## config.mk

```make
export PLATFORM = sky130hd
export DESIGN_NAME = relay_scan_input_monitor
export DESIGN_NICKNAME = d
export VERILOG_FILES = /design/src/scan_list_mem.v /design/src/input_monitor.v /design/src/relay_scan_input_monitor.v
export VERILOG_INCLUDE_DIRS = /design/src
export SDC_FILE = /design/constraint.sdc
export NUM_CORES = 1
export LEC_CHECK = 0
export ABC_CLOCK_PERIOD_IN_PS = 4800
export BUFFER_PORTS_ARGS = -buffer_cell sky130_fd_sc_hd__buf_2
export CAP_MARGIN = 20
export CORE_ASPECT_RATIO = 1.25
export CORE_UTILIZATION = 40
export DETAILED_ROUTE_END_ITERATION = 8
export MAX_ROUTING_LAYER = met4
export PLACE_DENSITY = 0.56
export SLEW_MARGIN = 20
export SYNTH_ARGS = -nofsm -noshare
export SYNTH_HDL_FRONTEND = slang
export SYNTH_HIERARCHICAL = 1
export SYNTH_SLANG_ARGS = --single-unit
```

## constraint.sdc

```tcl
create_clock -name core_clk -period 4.8 [get_ports core_clk]
set_input_delay 0.24 -clock core_clk [delete_from_list [all_inputs] [get_ports core_clk]]
set_output_delay 0.24 -clock core_clk [all_outputs]
set_load 0.01 [all_outputs]
```

## src/relay_scan_consts.vh

```
// Register offsets, field positions, reset values and counts for the
// relay scan / input monitor block. Assumes a byte-addressed 32-bit bus.
`ifndef RELAY_SCAN_CONSTS_VH
`define RELAY_SCAN_CONSTS_VH

// ----------------------------------------------------------------
// Register offsets
// ----------------------------------------------------------------
`define OFS_CLOSE     8'h00
`define OFS_OPEN      8'h04
`define OFS_STATE     8'h08
`define OFS_LIST_IDX  8'h0c
`define OFS_LIST_DATA 8'h10
`define OFS_LIST_LEN  8'h14
`define OFS_CTRL      8'h18
`define OFS_QCOND     8'h1c
`define OFS_QEVENT    8'h20
`define OFS_QENABLE   8'h24
`define OFS_QPTR      8'h28
`define OFS_QNTR      8'h2c
`define OFS_STB       8'h30
`define OFS_CFG_LOAD  8'h34
`define OFS_BUS_ADDR  8'h38
`define OFS_SCAN_STAT 8'h3c

// ----------------------------------------------------------------
// Field positions
// ----------------------------------------------------------------
`define CTRL_CONT_BIT 0
`define CTRL_INIT_BIT 1
`define CTRL_TRG_BIT  2
`define CTRL_SAVE_BIT 3
`define STB_QSUM_BIT  3

// ----------------------------------------------------------------
// Reset values and counts
// ----------------------------------------------------------------
`define RST_CONT     1'b0
`define RST_QPTR     8'hff
`define RST_QNTR     8'hff
`define RST_QENABLE  8'h00
`define RST_BUS_ADDR 5'h00
`define SAVE_SETUP_0 4'h0
`define MAX_STEPS    6'h20

`endif

```

## src/scan_list_mem.v

```verilog
// Scan list storage: one word of output bits per scan position.
// Assumes one write port and one read port, read data one cycle late.
`default_nettype none

module scan_list_mem #(
    parameter WIDTH = 16,
    parameter DEPTH = 32,
    parameter AW = 5
) (
    input wire core_clk,
    input wire wr_en,
    input wire [AW-1:0] wr_addr,
    input wire [WIDTH-1:0] wr_data,
    input wire [AW-1:0] rd_addr,
    output reg [WIDTH-1:0] rd_data
);

    reg [WIDTH-1:0] mem [0:DEPTH-1];

    always @(posedge core_clk) begin
        if (wr_en) begin
            mem[wr_addr] <= wr_data;
        end
        rd_data <= mem[rd_addr];
    end

endmodule // scan_list_mem

`default_nettype wire

```

## src/input_monitor.v

```verilog
// Input sampling, transition filter and sticky event bits.
// Assumes raw inputs are asynchronous pins; masks come from core_clk logic.
`default_nettype none

module input_monitor #(
    parameter N = 8
) (
    input wire core_clk,
    input wire rst_b,
    input wire [N-1:0] din_pin,
    input wire [N-1:0] ptr_mask,
    input wire [N-1:0] ntr_mask,
    input wire event_clear,
    output wire [N-1:0] cond_level,
    output wire [N-1:0] event_bits
);

    // ----------------------------------------------------------------
    // Per-input synchroniser, edge filter and event latch
    // ----------------------------------------------------------------
    // Edges are ignored until the synchroniser holds real pin samples:
    // pulled-up inputs would otherwise fake a rising edge after reset
    reg [2:0] warm_q;

    always @(posedge core_clk) begin
        if (!rst_b) begin
            warm_q <= 3'h0;
        end else begin
            warm_q <= {warm_q[1:0], 1'b1};
        end
    end

    // Sampling every core clock is far above the minimum input rate
    genvar i;
    generate
        for (i = 0; i < N; i = i + 1) begin : g_bit
            reg meta_q;
            reg sync_q;
            reg prev_q;
            reg evt_q;
            wire rise;
            wire fall;
            assign rise = sync_q & ~prev_q & warm_q[2];
            assign fall = ~sync_q & prev_q & warm_q[2];
            always @(posedge core_clk) begin
                if (!rst_b) begin
                    meta_q <= 1'b0;
                    sync_q <= 1'b0;
                    prev_q <= 1'b0;
                    evt_q <= 1'b0;
                end else begin
                    meta_q <= din_pin[i];
                    sync_q <= meta_q;
                    prev_q <= sync_q;
                    // Set wins over a read clear in the same cycle
                    if ((rise & ptr_mask[i]) | (fall & ntr_mask[i])) begin
                        evt_q <= 1'b1;
                    end else if (event_clear) begin
                        evt_q <= 1'b0;
                    end
                end
            end
            assign cond_level[i] = sync_q;
            assign event_bits[i] = evt_q;
        end
    endgenerate

endmodule // input_monitor

`default_nettype wire

```

## src/relay_scan_input_monitor.v

```verilog
// Relay output latches, break-before-make scanner and input status.
// Assumes a command decoder drives the plain register port, with long and
// short command forms already reduced to the same register accesses.
//
// The implementer's own choices: the register addresses and the plain strobed port.
`include "relay_scan_consts.vh"
`default_nettype none

module relay_scan_input_monitor #(
    parameter NOUT = 16,
    parameter NIN = 8,
    parameter STEPS = 32,
    parameter SW = 5
) (
    input wire core_clk,
    input wire rst_b,
    input wire [7:0] reg_addr,
    input wire [31:0] reg_wdata,
    input wire reg_wr,
    input wire reg_rd,
    output reg [31:0] reg_rdata,
    input wire bus_trigger,
    input wire [NIN-1:0] din_pin,
    output reg [NOUT-1:0] relay_out,
    output reg relay_enable,
    output reg srq_pulse,
    output reg nv_save_valid,
    output reg [SW-1:0] nv_save_addr,
    output reg [NOUT-1:0] nv_save_data,
    output wire [5:0] nv_save_len
);

    // ----------------------------------------------------------------
    // Scanner states
    // ----------------------------------------------------------------
    localparam [1:0] S_IDLE = 2'b00;
    localparam [1:0] S_LOAD = 2'b01;
    localparam [1:0] S_RUN = 2'b10;
    localparam [1:0] S_MAKE = 2'b11;

    // ----------------------------------------------------------------
    // Decode
    // ----------------------------------------------------------------
    // Long and short command forms arrive as the same strobes here
    wire wr_close = reg_wr && (reg_addr == `OFS_CLOSE);
    wire wr_open = reg_wr && (reg_addr == `OFS_OPEN);
    wire wr_idx = reg_wr && (reg_addr == `OFS_LIST_IDX);
    wire wr_data = reg_wr && (reg_addr == `OFS_LIST_DATA);
    wire wr_len = reg_wr && (reg_addr == `OFS_LIST_LEN);
    wire wr_ctrl = reg_wr && (reg_addr == `OFS_CTRL);
    wire wr_qen = reg_wr && (reg_addr == `OFS_QENABLE);
    wire wr_ptr = reg_wr && (reg_addr == `OFS_QPTR);
    wire wr_ntr = reg_wr && (reg_addr == `OFS_QNTR);
    wire wr_load = reg_wr && (reg_addr == `OFS_CFG_LOAD);
    wire wr_baddr = reg_wr && (reg_addr == `OFS_BUS_ADDR);
    wire rd_event = reg_rd && (reg_addr == `OFS_QEVENT);

    wire init_cmd = wr_ctrl && reg_wdata[`CTRL_INIT_BIT];
    wire trg_cmd = wr_ctrl && reg_wdata[`CTRL_TRG_BIT];
    wire save_cmd = wr_ctrl && reg_wdata[`CTRL_SAVE_BIT]
                    && (reg_wdata[7:4] == `SAVE_SETUP_0);

    // ----------------------------------------------------------------
    // State
    // ----------------------------------------------------------------
    reg [NOUT-1:0] latch_q;
    reg [NOUT-1:0] latch_d;
    reg out_en_q;
    reg cont_q;
    reg [1:0] state_q;
    reg [1:0] state_d;
    reg [SW-1:0] pos_q;
    reg [SW-1:0] nxt_q;
    reg [NOUT-1:0] cur_q;
    reg [SW-1:0] idx_q;
    reg [5:0] len_q;
    reg [NIN-1:0] qen_q;
    reg [NIN-1:0] ptr_q;
    reg [NIN-1:0] ntr_q;
    reg [4:0] baddr_q;
    reg sum_q;
    reg save_busy_q;
    reg [SW-1:0] save_idx_q;
    reg save_rd_q;
    reg [SW-1:0] save_rd_addr_q;

    wire [NOUT-1:0] mem_rdata;
    wire [NIN-1:0] cond_level;
    wire [NIN-1:0] event_bits;

    assign nv_save_len = len_q;

    // ----------------------------------------------------------------
    // Scan list storage
    // ----------------------------------------------------------------
    wire last_pos = (({1'b0, pos_q} + 6'h01) == len_q);
    wire [SW-1:0] next_pos = last_pos ? {SW{1'b0}} : pos_q + 1'b1;
    reg [SW-1:0] mem_raddr;

    always @* begin
        if (save_busy_q) begin
            mem_raddr = save_idx_q;
        end else if (state_q == S_RUN) begin
            // A restart from a running scan must fetch position zero
            mem_raddr = init_cmd ? {SW{1'b0}} : next_pos;
        end else begin
            mem_raddr = {SW{1'b0}};
        end
    end

    scan_list_mem #(
        .WIDTH(NOUT),
        .DEPTH(STEPS),
        .AW(SW)
    ) u_list (
        .core_clk(core_clk),
        .wr_en(wr_data),
        .wr_addr(idx_q),
        .wr_data(reg_wdata[NOUT-1:0]),
        .rd_addr(mem_raddr),
        .rd_data(mem_rdata)
    );

    // ----------------------------------------------------------------
    // Scanner sequencing
    // ----------------------------------------------------------------
    // Triggers and initiate are held off while a save walks the list,
    // since both need the single read port.
    wire trig = (bus_trigger || trg_cmd) && !save_busy_q;
    wire list_ok = (len_q != 6'h00);
    wire init_go = init_cmd && list_ok && !save_busy_q
                   && (state_q != S_MAKE) && (state_q != S_LOAD);
    wire step_go = (state_q == S_RUN) && trig && cont_q && list_ok
                   && !init_go;
    reg scan_open;
    reg scan_close;

    always @* begin
        state_d = state_q;
        scan_open = 1'b0;
        scan_close = 1'b0;
        case (state_q)
            S_IDLE: begin
                if (init_go) begin
                    state_d = S_LOAD;
                end
            end
            S_LOAD: begin
                scan_close = 1'b1;
                state_d = S_RUN;
            end
            S_RUN: begin
                if (init_go) begin
                    scan_open = 1'b1;
                    state_d = S_LOAD;
                end else if (step_go) begin
                    scan_open = 1'b1;
                    state_d = S_MAKE;
                end
            end
            S_MAKE: begin
                // Close one cycle after the break, using the word just read
                scan_close = 1'b1;
                state_d = S_RUN;
            end
            default: begin
                state_d = S_IDLE;
            end
        endcase
    end

    // ----------------------------------------------------------------
    // Output latch merge
    // ----------------------------------------------------------------
    always @* begin
        latch_d = latch_q;
        if (scan_open) begin
            latch_d = latch_d & ~cur_q;
        end
        if (scan_close) begin
            latch_d = latch_d | mem_rdata;
        end
        // Open and close commands touch only the named bits, so outputs outside
        // the scan list stay free to use while scanning
        if (wr_open) begin
            latch_d = latch_d & ~reg_wdata[NOUT-1:0];
        end
        if (wr_close) begin
            latch_d = latch_d | reg_wdata[NOUT-1:0];
        end
        if (wr_load) begin
            latch_d = reg_wdata[NOUT-1:0];
        end
    end

    wire out_en_d = out_en_q | wr_load;

    always @(posedge core_clk) begin
        if (!rst_b) begin
            latch_q <= {NOUT{1'b0}};
            out_en_q <= 1'b0;
            relay_out <= {NOUT{1'b0}};
            relay_enable <= 1'b0;
        end else begin
            latch_q <= latch_d;
            out_en_q <= out_en_d;
            // Held off until the saved setup reaches the latches
            relay_out <= out_en_d ? latch_d : {NOUT{1'b0}};
            relay_enable <= out_en_d;
        end
    end

    // ----------------------------------------------------------------
    // Scanner and configuration registers
    // ----------------------------------------------------------------
    always @(posedge core_clk) begin
        if (!rst_b) begin
            state_q <= S_IDLE;
            pos_q <= {SW{1'b0}};
            nxt_q <= {SW{1'b0}};
            cur_q <= {NOUT{1'b0}};
            cont_q <= `RST_CONT;
            idx_q <= {SW{1'b0}};
            len_q <= 6'h00;
            qen_q <= `RST_QENABLE;
            ptr_q <= `RST_QPTR;
            ntr_q <= `RST_QNTR;
            baddr_q <= `RST_BUS_ADDR;
        end else begin
            state_q <= state_d;
            if (step_go && (state_q == S_RUN)) begin
                nxt_q <= next_pos;
            end
            if (state_q == S_LOAD) begin
                pos_q <= {SW{1'b0}};
                cur_q <= mem_rdata;
            end else if (state_q == S_MAKE) begin
                pos_q <= nxt_q;
                cur_q <= mem_rdata;
            end else if (scan_open) begin
                cur_q <= {NOUT{1'b0}};
            end
            if (wr_ctrl) begin
                // Initiate also turns the scanner on
                cont_q <= reg_wdata[`CTRL_CONT_BIT] | init_cmd;
            end
            if (wr_idx) begin
                idx_q <= reg_wdata[SW-1:0];
            end else if (wr_data) begin
                idx_q <= idx_q + 1'b1;
            end
            if (wr_len) begin
                // Longer lists are clipped to the storage depth
                len_q <= (reg_wdata[5:0] > `MAX_STEPS) ? `MAX_STEPS : reg_wdata[5:0];
            end
            if (wr_qen) begin
                qen_q <= reg_wdata[NIN-1:0];
            end
            if (wr_ptr) begin
                ptr_q <= reg_wdata[NIN-1:0];
            end
            if (wr_ntr) begin
                ntr_q <= reg_wdata[NIN-1:0];
            end
            if (wr_baddr) begin
                baddr_q <= reg_wdata[4:0];
            end
        end
    end

    // ----------------------------------------------------------------
    // Save of the scan list to nonvolatile storage
    // ----------------------------------------------------------------
    always @(posedge core_clk) begin
        if (!rst_b) begin
            save_busy_q <= 1'b0;
            save_idx_q <= {SW{1'b0}};
            save_rd_q <= 1'b0;
            save_rd_addr_q <= {SW{1'b0}};
            nv_save_valid <= 1'b0;
            nv_save_addr <= {SW{1'b0}};
            nv_save_data <= {NOUT{1'b0}};
        end else begin
            save_rd_q <= save_busy_q;
            save_rd_addr_q <= save_idx_q;
            nv_save_valid <= save_rd_q;
            if (save_rd_q) begin
                nv_save_addr <= save_rd_addr_q;
                nv_save_data <= mem_rdata;
            end
            if (save_busy_q) begin
                save_idx_q <= save_idx_q + 1'b1;
                if (save_idx_q == STEPS - 1) begin
                    save_busy_q <= 1'b0;
                end
            end else if (save_cmd && state_q != S_LOAD && state_q != S_MAKE) begin
                save_busy_q <= 1'b1;
                save_idx_q <= {SW{1'b0}};
            end
        end
    end

    // ----------------------------------------------------------------
    // Input status
    // ----------------------------------------------------------------
    input_monitor #(
        .N(NIN)
    ) u_mon (
        .core_clk(core_clk),
        .rst_b(rst_b),
        .din_pin(din_pin),
        .ptr_mask(ptr_q),
        .ntr_mask(ntr_q),
        .event_clear(rd_event),
        .cond_level(cond_level),
        .event_bits(event_bits)
    );

    wire sum_d = |(event_bits & qen_q);

    always @(posedge core_clk) begin
        if (!rst_b) begin
            sum_q <= 1'b0;
            srq_pulse <= 1'b0;
        end else begin
            sum_q <= sum_d;
            srq_pulse <= sum_d & ~sum_q;
        end
    end

    // ----------------------------------------------------------------
    // Read port
    // ----------------------------------------------------------------
    always @(posedge core_clk) begin
        if (!rst_b) begin
            reg_rdata <= 32'h00000000;
        end else if (reg_rd) begin
            case (reg_addr)
                `OFS_STATE: reg_rdata <= {16'h0000, latch_q};
                `OFS_LIST_IDX: reg_rdata <= {27'h0, idx_q};
                `OFS_LIST_LEN: reg_rdata <= {26'h0, len_q};
                `OFS_CTRL: reg_rdata <= {31'h0, cont_q};
                `OFS_QCOND: reg_rdata <= {24'h000000, cond_level};
                `OFS_QEVENT: reg_rdata <= {24'h000000, event_bits};
                `OFS_QENABLE: reg_rdata <= {24'h000000, qen_q};
                `OFS_QPTR: reg_rdata <= {24'h000000, ptr_q};
                `OFS_QNTR: reg_rdata <= {24'h000000, ntr_q};
                `OFS_STB: reg_rdata <= {28'h0000000, sum_q, 3'h0};
                `OFS_BUS_ADDR: reg_rdata <= {27'h0, baddr_q};
                `OFS_SCAN_STAT: reg_rdata <= {22'h0, save_busy_q, relay_enable,
                                              state_q, 1'b0, pos_q};
                default: reg_rdata <= 32'h00000000;
            endcase
        end else begin
            reg_rdata <= 32'h00000000;
        end
    end

endmodule // relay_scan_input_monitor

`default_nettype wire

```

==> results.txt <==
- Run status: complete, no violations
- CTS HTree Levels: 3
- Data on the critical path is required at its endpoint by approximately 5300 ps.
- For this run, global-route usage on met2 was measured as 0.3781.
- After clock tree synthesis, the clock-pin slew on the worst setup and hold paths is 60 ps.
- Placer's final routability congestion estimate: around 0.93
- Unrepaired setup endpoints after global routing: no
- Summed over all cells, the static leakage comes to about 0.011 uW.
- Register-to-register setup slack: 640 ps
- The synthesized netlist contains 73 unique library cells.
- Cell area after technology mapping: 29370 um2
* Via/cell ratio: ~5.6
- Sum of routed wire length over all layers: 81.57 mm
* Count of synthesis-stage warnings from yosys: 6
- Most common flop cell mapped by yosys: edfxtp_1
* Type of the setup path with the least slack: register to register
- Number of synthesized register bits: 717
- The most common cell in the synthesized netlist is edfxtp_1.
- TritonRoute pass-1 iters: 5
- Height of the die: about 300 um
* Port Buffer Count: 98
- Gates resized, CTS repair: 0
- The synthesized design contains slightly above 500 enable-type register cells.
- After detailed routing, the average wire length per cell comes to 24.72 um.
* Top post-synthesis cells by count: edfxtp_1, mux2i_1, dfxtp_1
- Entering global routing, the biggest net connects ~60 pins.
- For this run, the post-layout net count is 2345.
- For the final database, setup skew stands at roughly 24 ps.
- For met3 alone, demand over resource in global routing was 0.02607.
- Area occupied by multi-input gates: just under 9000 um2
* Period Utilization, post-route: 0.8665
* Initial standard-cell utilization of the core: 0.4057
* Type of element launching the critical path: register
* Final instance count without filler cells: ~3.3k
- Ys async rst share: 0
- Area leader, netlist: edfxtp_1
* Vias post-DR: approximately 18k
- Number of design rule violations left after detail routing: 0
- Max_slew headroom: 0.2980
* Synthesized netlist cell count: between 2k and 2.5k
- Setup violations remaining at the end of the flow were counted as 0.
- Detailed placement finished with a half-perimeter wire length of 51.76 mm.
* Internal Power: slightly below 10000 uW
- The initial antenna violation count is 0.
* Post-route antenna net violation count: 0
* Number of hold violations in the final report: 0
- Met1 demand-to-capacity share in global routing: 0.2705
- Ranked by total cell area, the synthesized netlist is headed by edfxtp_1, dfxtp_1, mux2i_1.
- Clock network fraction of design power: 0.441
- Die area: ~75000 um2
- The layout has 6489 filler cells.
- Min Hold Slack: 67.53 ps
- Total global routing track utilization: 0.2260
- Post-CTS repair timing setup buffer count: 0
* Storage cell area: a little under 20000 um2
- Measured along the x axis, the die boundary spans roughly 240 um.
* Total negative setup slack: 0 ps
* Share of cells above drive strength 1: 0.1466
* Total global routing overflow: 0
- Number of max-slew violations in the final report: 0
- The worst setup path is captured at a register.
- Clock tree synthesis selected as its root buffer the cell clkbuf_16.
* Crit path time final: about 4200 ps
* Max Cap Viol: 0
* Peak ir drop on the vdd network: 0.2874 mV
* Sequential cell fraction of total power: 0.530
- Area overhead of the layout relative to synthesis: 13.24%
* Ratio of total power to cell area: approximately 380 nW/um2
- Of the total power, combinational logic draws 0.029.
- Clk Latency, worst-skew pair: between 600 and 700 ps
- For the worst setup path, the data arrival time is roughly 4700 ps.
- For this run, the register share of the synthesized area comes to 0.6632.
- The min-delay analysis places its worst path in the category input port to register.
* CTS hold repair buffers: 8
* Slew at the pin with the worst max-slew slack: about 1100 ps
* Maximum net fanout on the critical path: 20
- Of the post-synthesis cell area, the dominant cell type holds 0.5235.
- Counting every sink on the clock net gives slightly above 700.
- No sink is reached through more buffers than the 3 on the longest clock path.
- Core footprint: roughly 72000 um2
- The detailed router finished its first iteration with about 1.5k violations.
* TritonCTS clock tree: yes
- Inserted Clock Buffers: 73
- In this run, placement finished with an instance count of 3157.
* I/O pin total: 131
- The average instance in the mapped netlist occupies ~13 um2.
* Via count of the first global-routing pass: approximately 19k
- Of the total power, the share spent switching nets is 0.2141.
* Global-route wire length before repair: around 120 mm
- met2 is the most crowded layer.
- The initialized floorplan defines 110 standard-cell rows.
- FMAX: around 240 MHz
- Total net switching power: approximately 2700 uW
-- power by group through the flow --
| stage | clock network (uW) | logic (uW) | registers (uW) |
|---|---|---|---|
| 2_1_floorplan | 0 | 195 | 6790 |
| 3_3_place_gp | 0 | 338 | 6810 |
| 3_5_place_dp | 0 | 353 | 6810 |
| 4_1_cts | 5660 | 360 | 6670 |
| 5_1_grt | 5890 | 390 | 6670 |
| 6_report | 5550 | 360 | 6680 |
-- state kept, by name, indices dropped and copies added, names as in the netlist, 16 cells and up --
signal / cells
u_list/rd_data: 16
u_list/mem: 512
relay_out: 16
latch_q: 16
reg_rdata: 16
nv_save_data: 16
cur_q: 16
-- path summary, 6_finish.rpt --
kind                         startpoint                    end  depth (start not counted)
hold reg to reg   u_mon/g_bit[3].meta_q  u_mon/g_bit[3].sync_q                          1
hold / removal                    rst_b               idx_q[4]                          3
setup / recovery               pos_q[0]      u_list/rd_data[7]                         13
setup reg to reg               pos_q[0]      u_list/rd_data[7]                         13
-- layout make-up --
| type | instances | share of cell area |
|---|---|---|
| clock inverters | 40 | 0.01019 |
| repair buffers | 200 | 0.04213 |
| diodes | 1 | 0.00007524 |
| inverters | 6 | 0.0006771 |
| flip-flops and latches | 717 | 0.5857 |
| well taps | 952 | 0.03581 |
| multi-input cells | 1290 | 0.2660 |
| clock buffers | 94 | 0.05944 |
-- cells in the final DEF, fill, tap and decap left out, drive strengths merged, types with 83 or more instances in the layout --
cell,count
o21ai,90
mux2i,297
nand2,158
clkbuf,94
buf,192
nand3,83
dfxtp,205
edfxtp,512
nor2,123
a21oi,110
-- per-stage QoR --
stage,utilization,worst slack (ps),instance area [um2],total power [uW]
after CTS,0.4594,613.7,33260,12690
final,0.4594,641.0,33260,12590
after global routing,0.4594,302.8,33260,12950
after global placement,0.4263,672.8,30860,7145
after detailed placement,0.4263,633.4,30860,7161
after floorplan,-,1629,29430,6988
-- cells by family (layout without fill, tap and decap cells) --
kind of cell / after synthesis / in the layout / synth area share
compound gates: 397 / 397 / 0.09227
xor+xnor: 15 / 15 / 0.004473
fa+ha+maj: 4 / 4 / 0.001704
buf+inv: 184 / 340 / 0.04060
flops: 717 / 717 / 0.6632
mux: 303 / 303 / 0.1035
other cells: 1 / 17 / 0.0001277
simple gates: 555 / 555 / 0.09414
-- worst max-delay path, stage by stage (launching register included) --
cell     delay, ps
dfxtp_1        550
ha_1           260
nand3_1        100
xor2_1         380
xor2_1         160
and4_1         530
o41ai_1        210
buf_4          200
nor2_4         590
buf_4          400
a22o_1         190
nor3_1          50
a31oi_1        270
nand3_1        110
-- metal layers --
| layer | share of wire | wire, um | vias to the layer above |
|---|---|---|---|
| met3 | 0.055 | 4499 | 187 |
| li1 | - | - | 8372 |
| met5 | 0 | 0 | - |
| met4 | 0.049 | 3973 | 0 |
| met2 | 0.50 | 40860 | 704 |
| met1 | 0.40 | 32230 | 9235 |
Power figures use the tool's default switching activity.
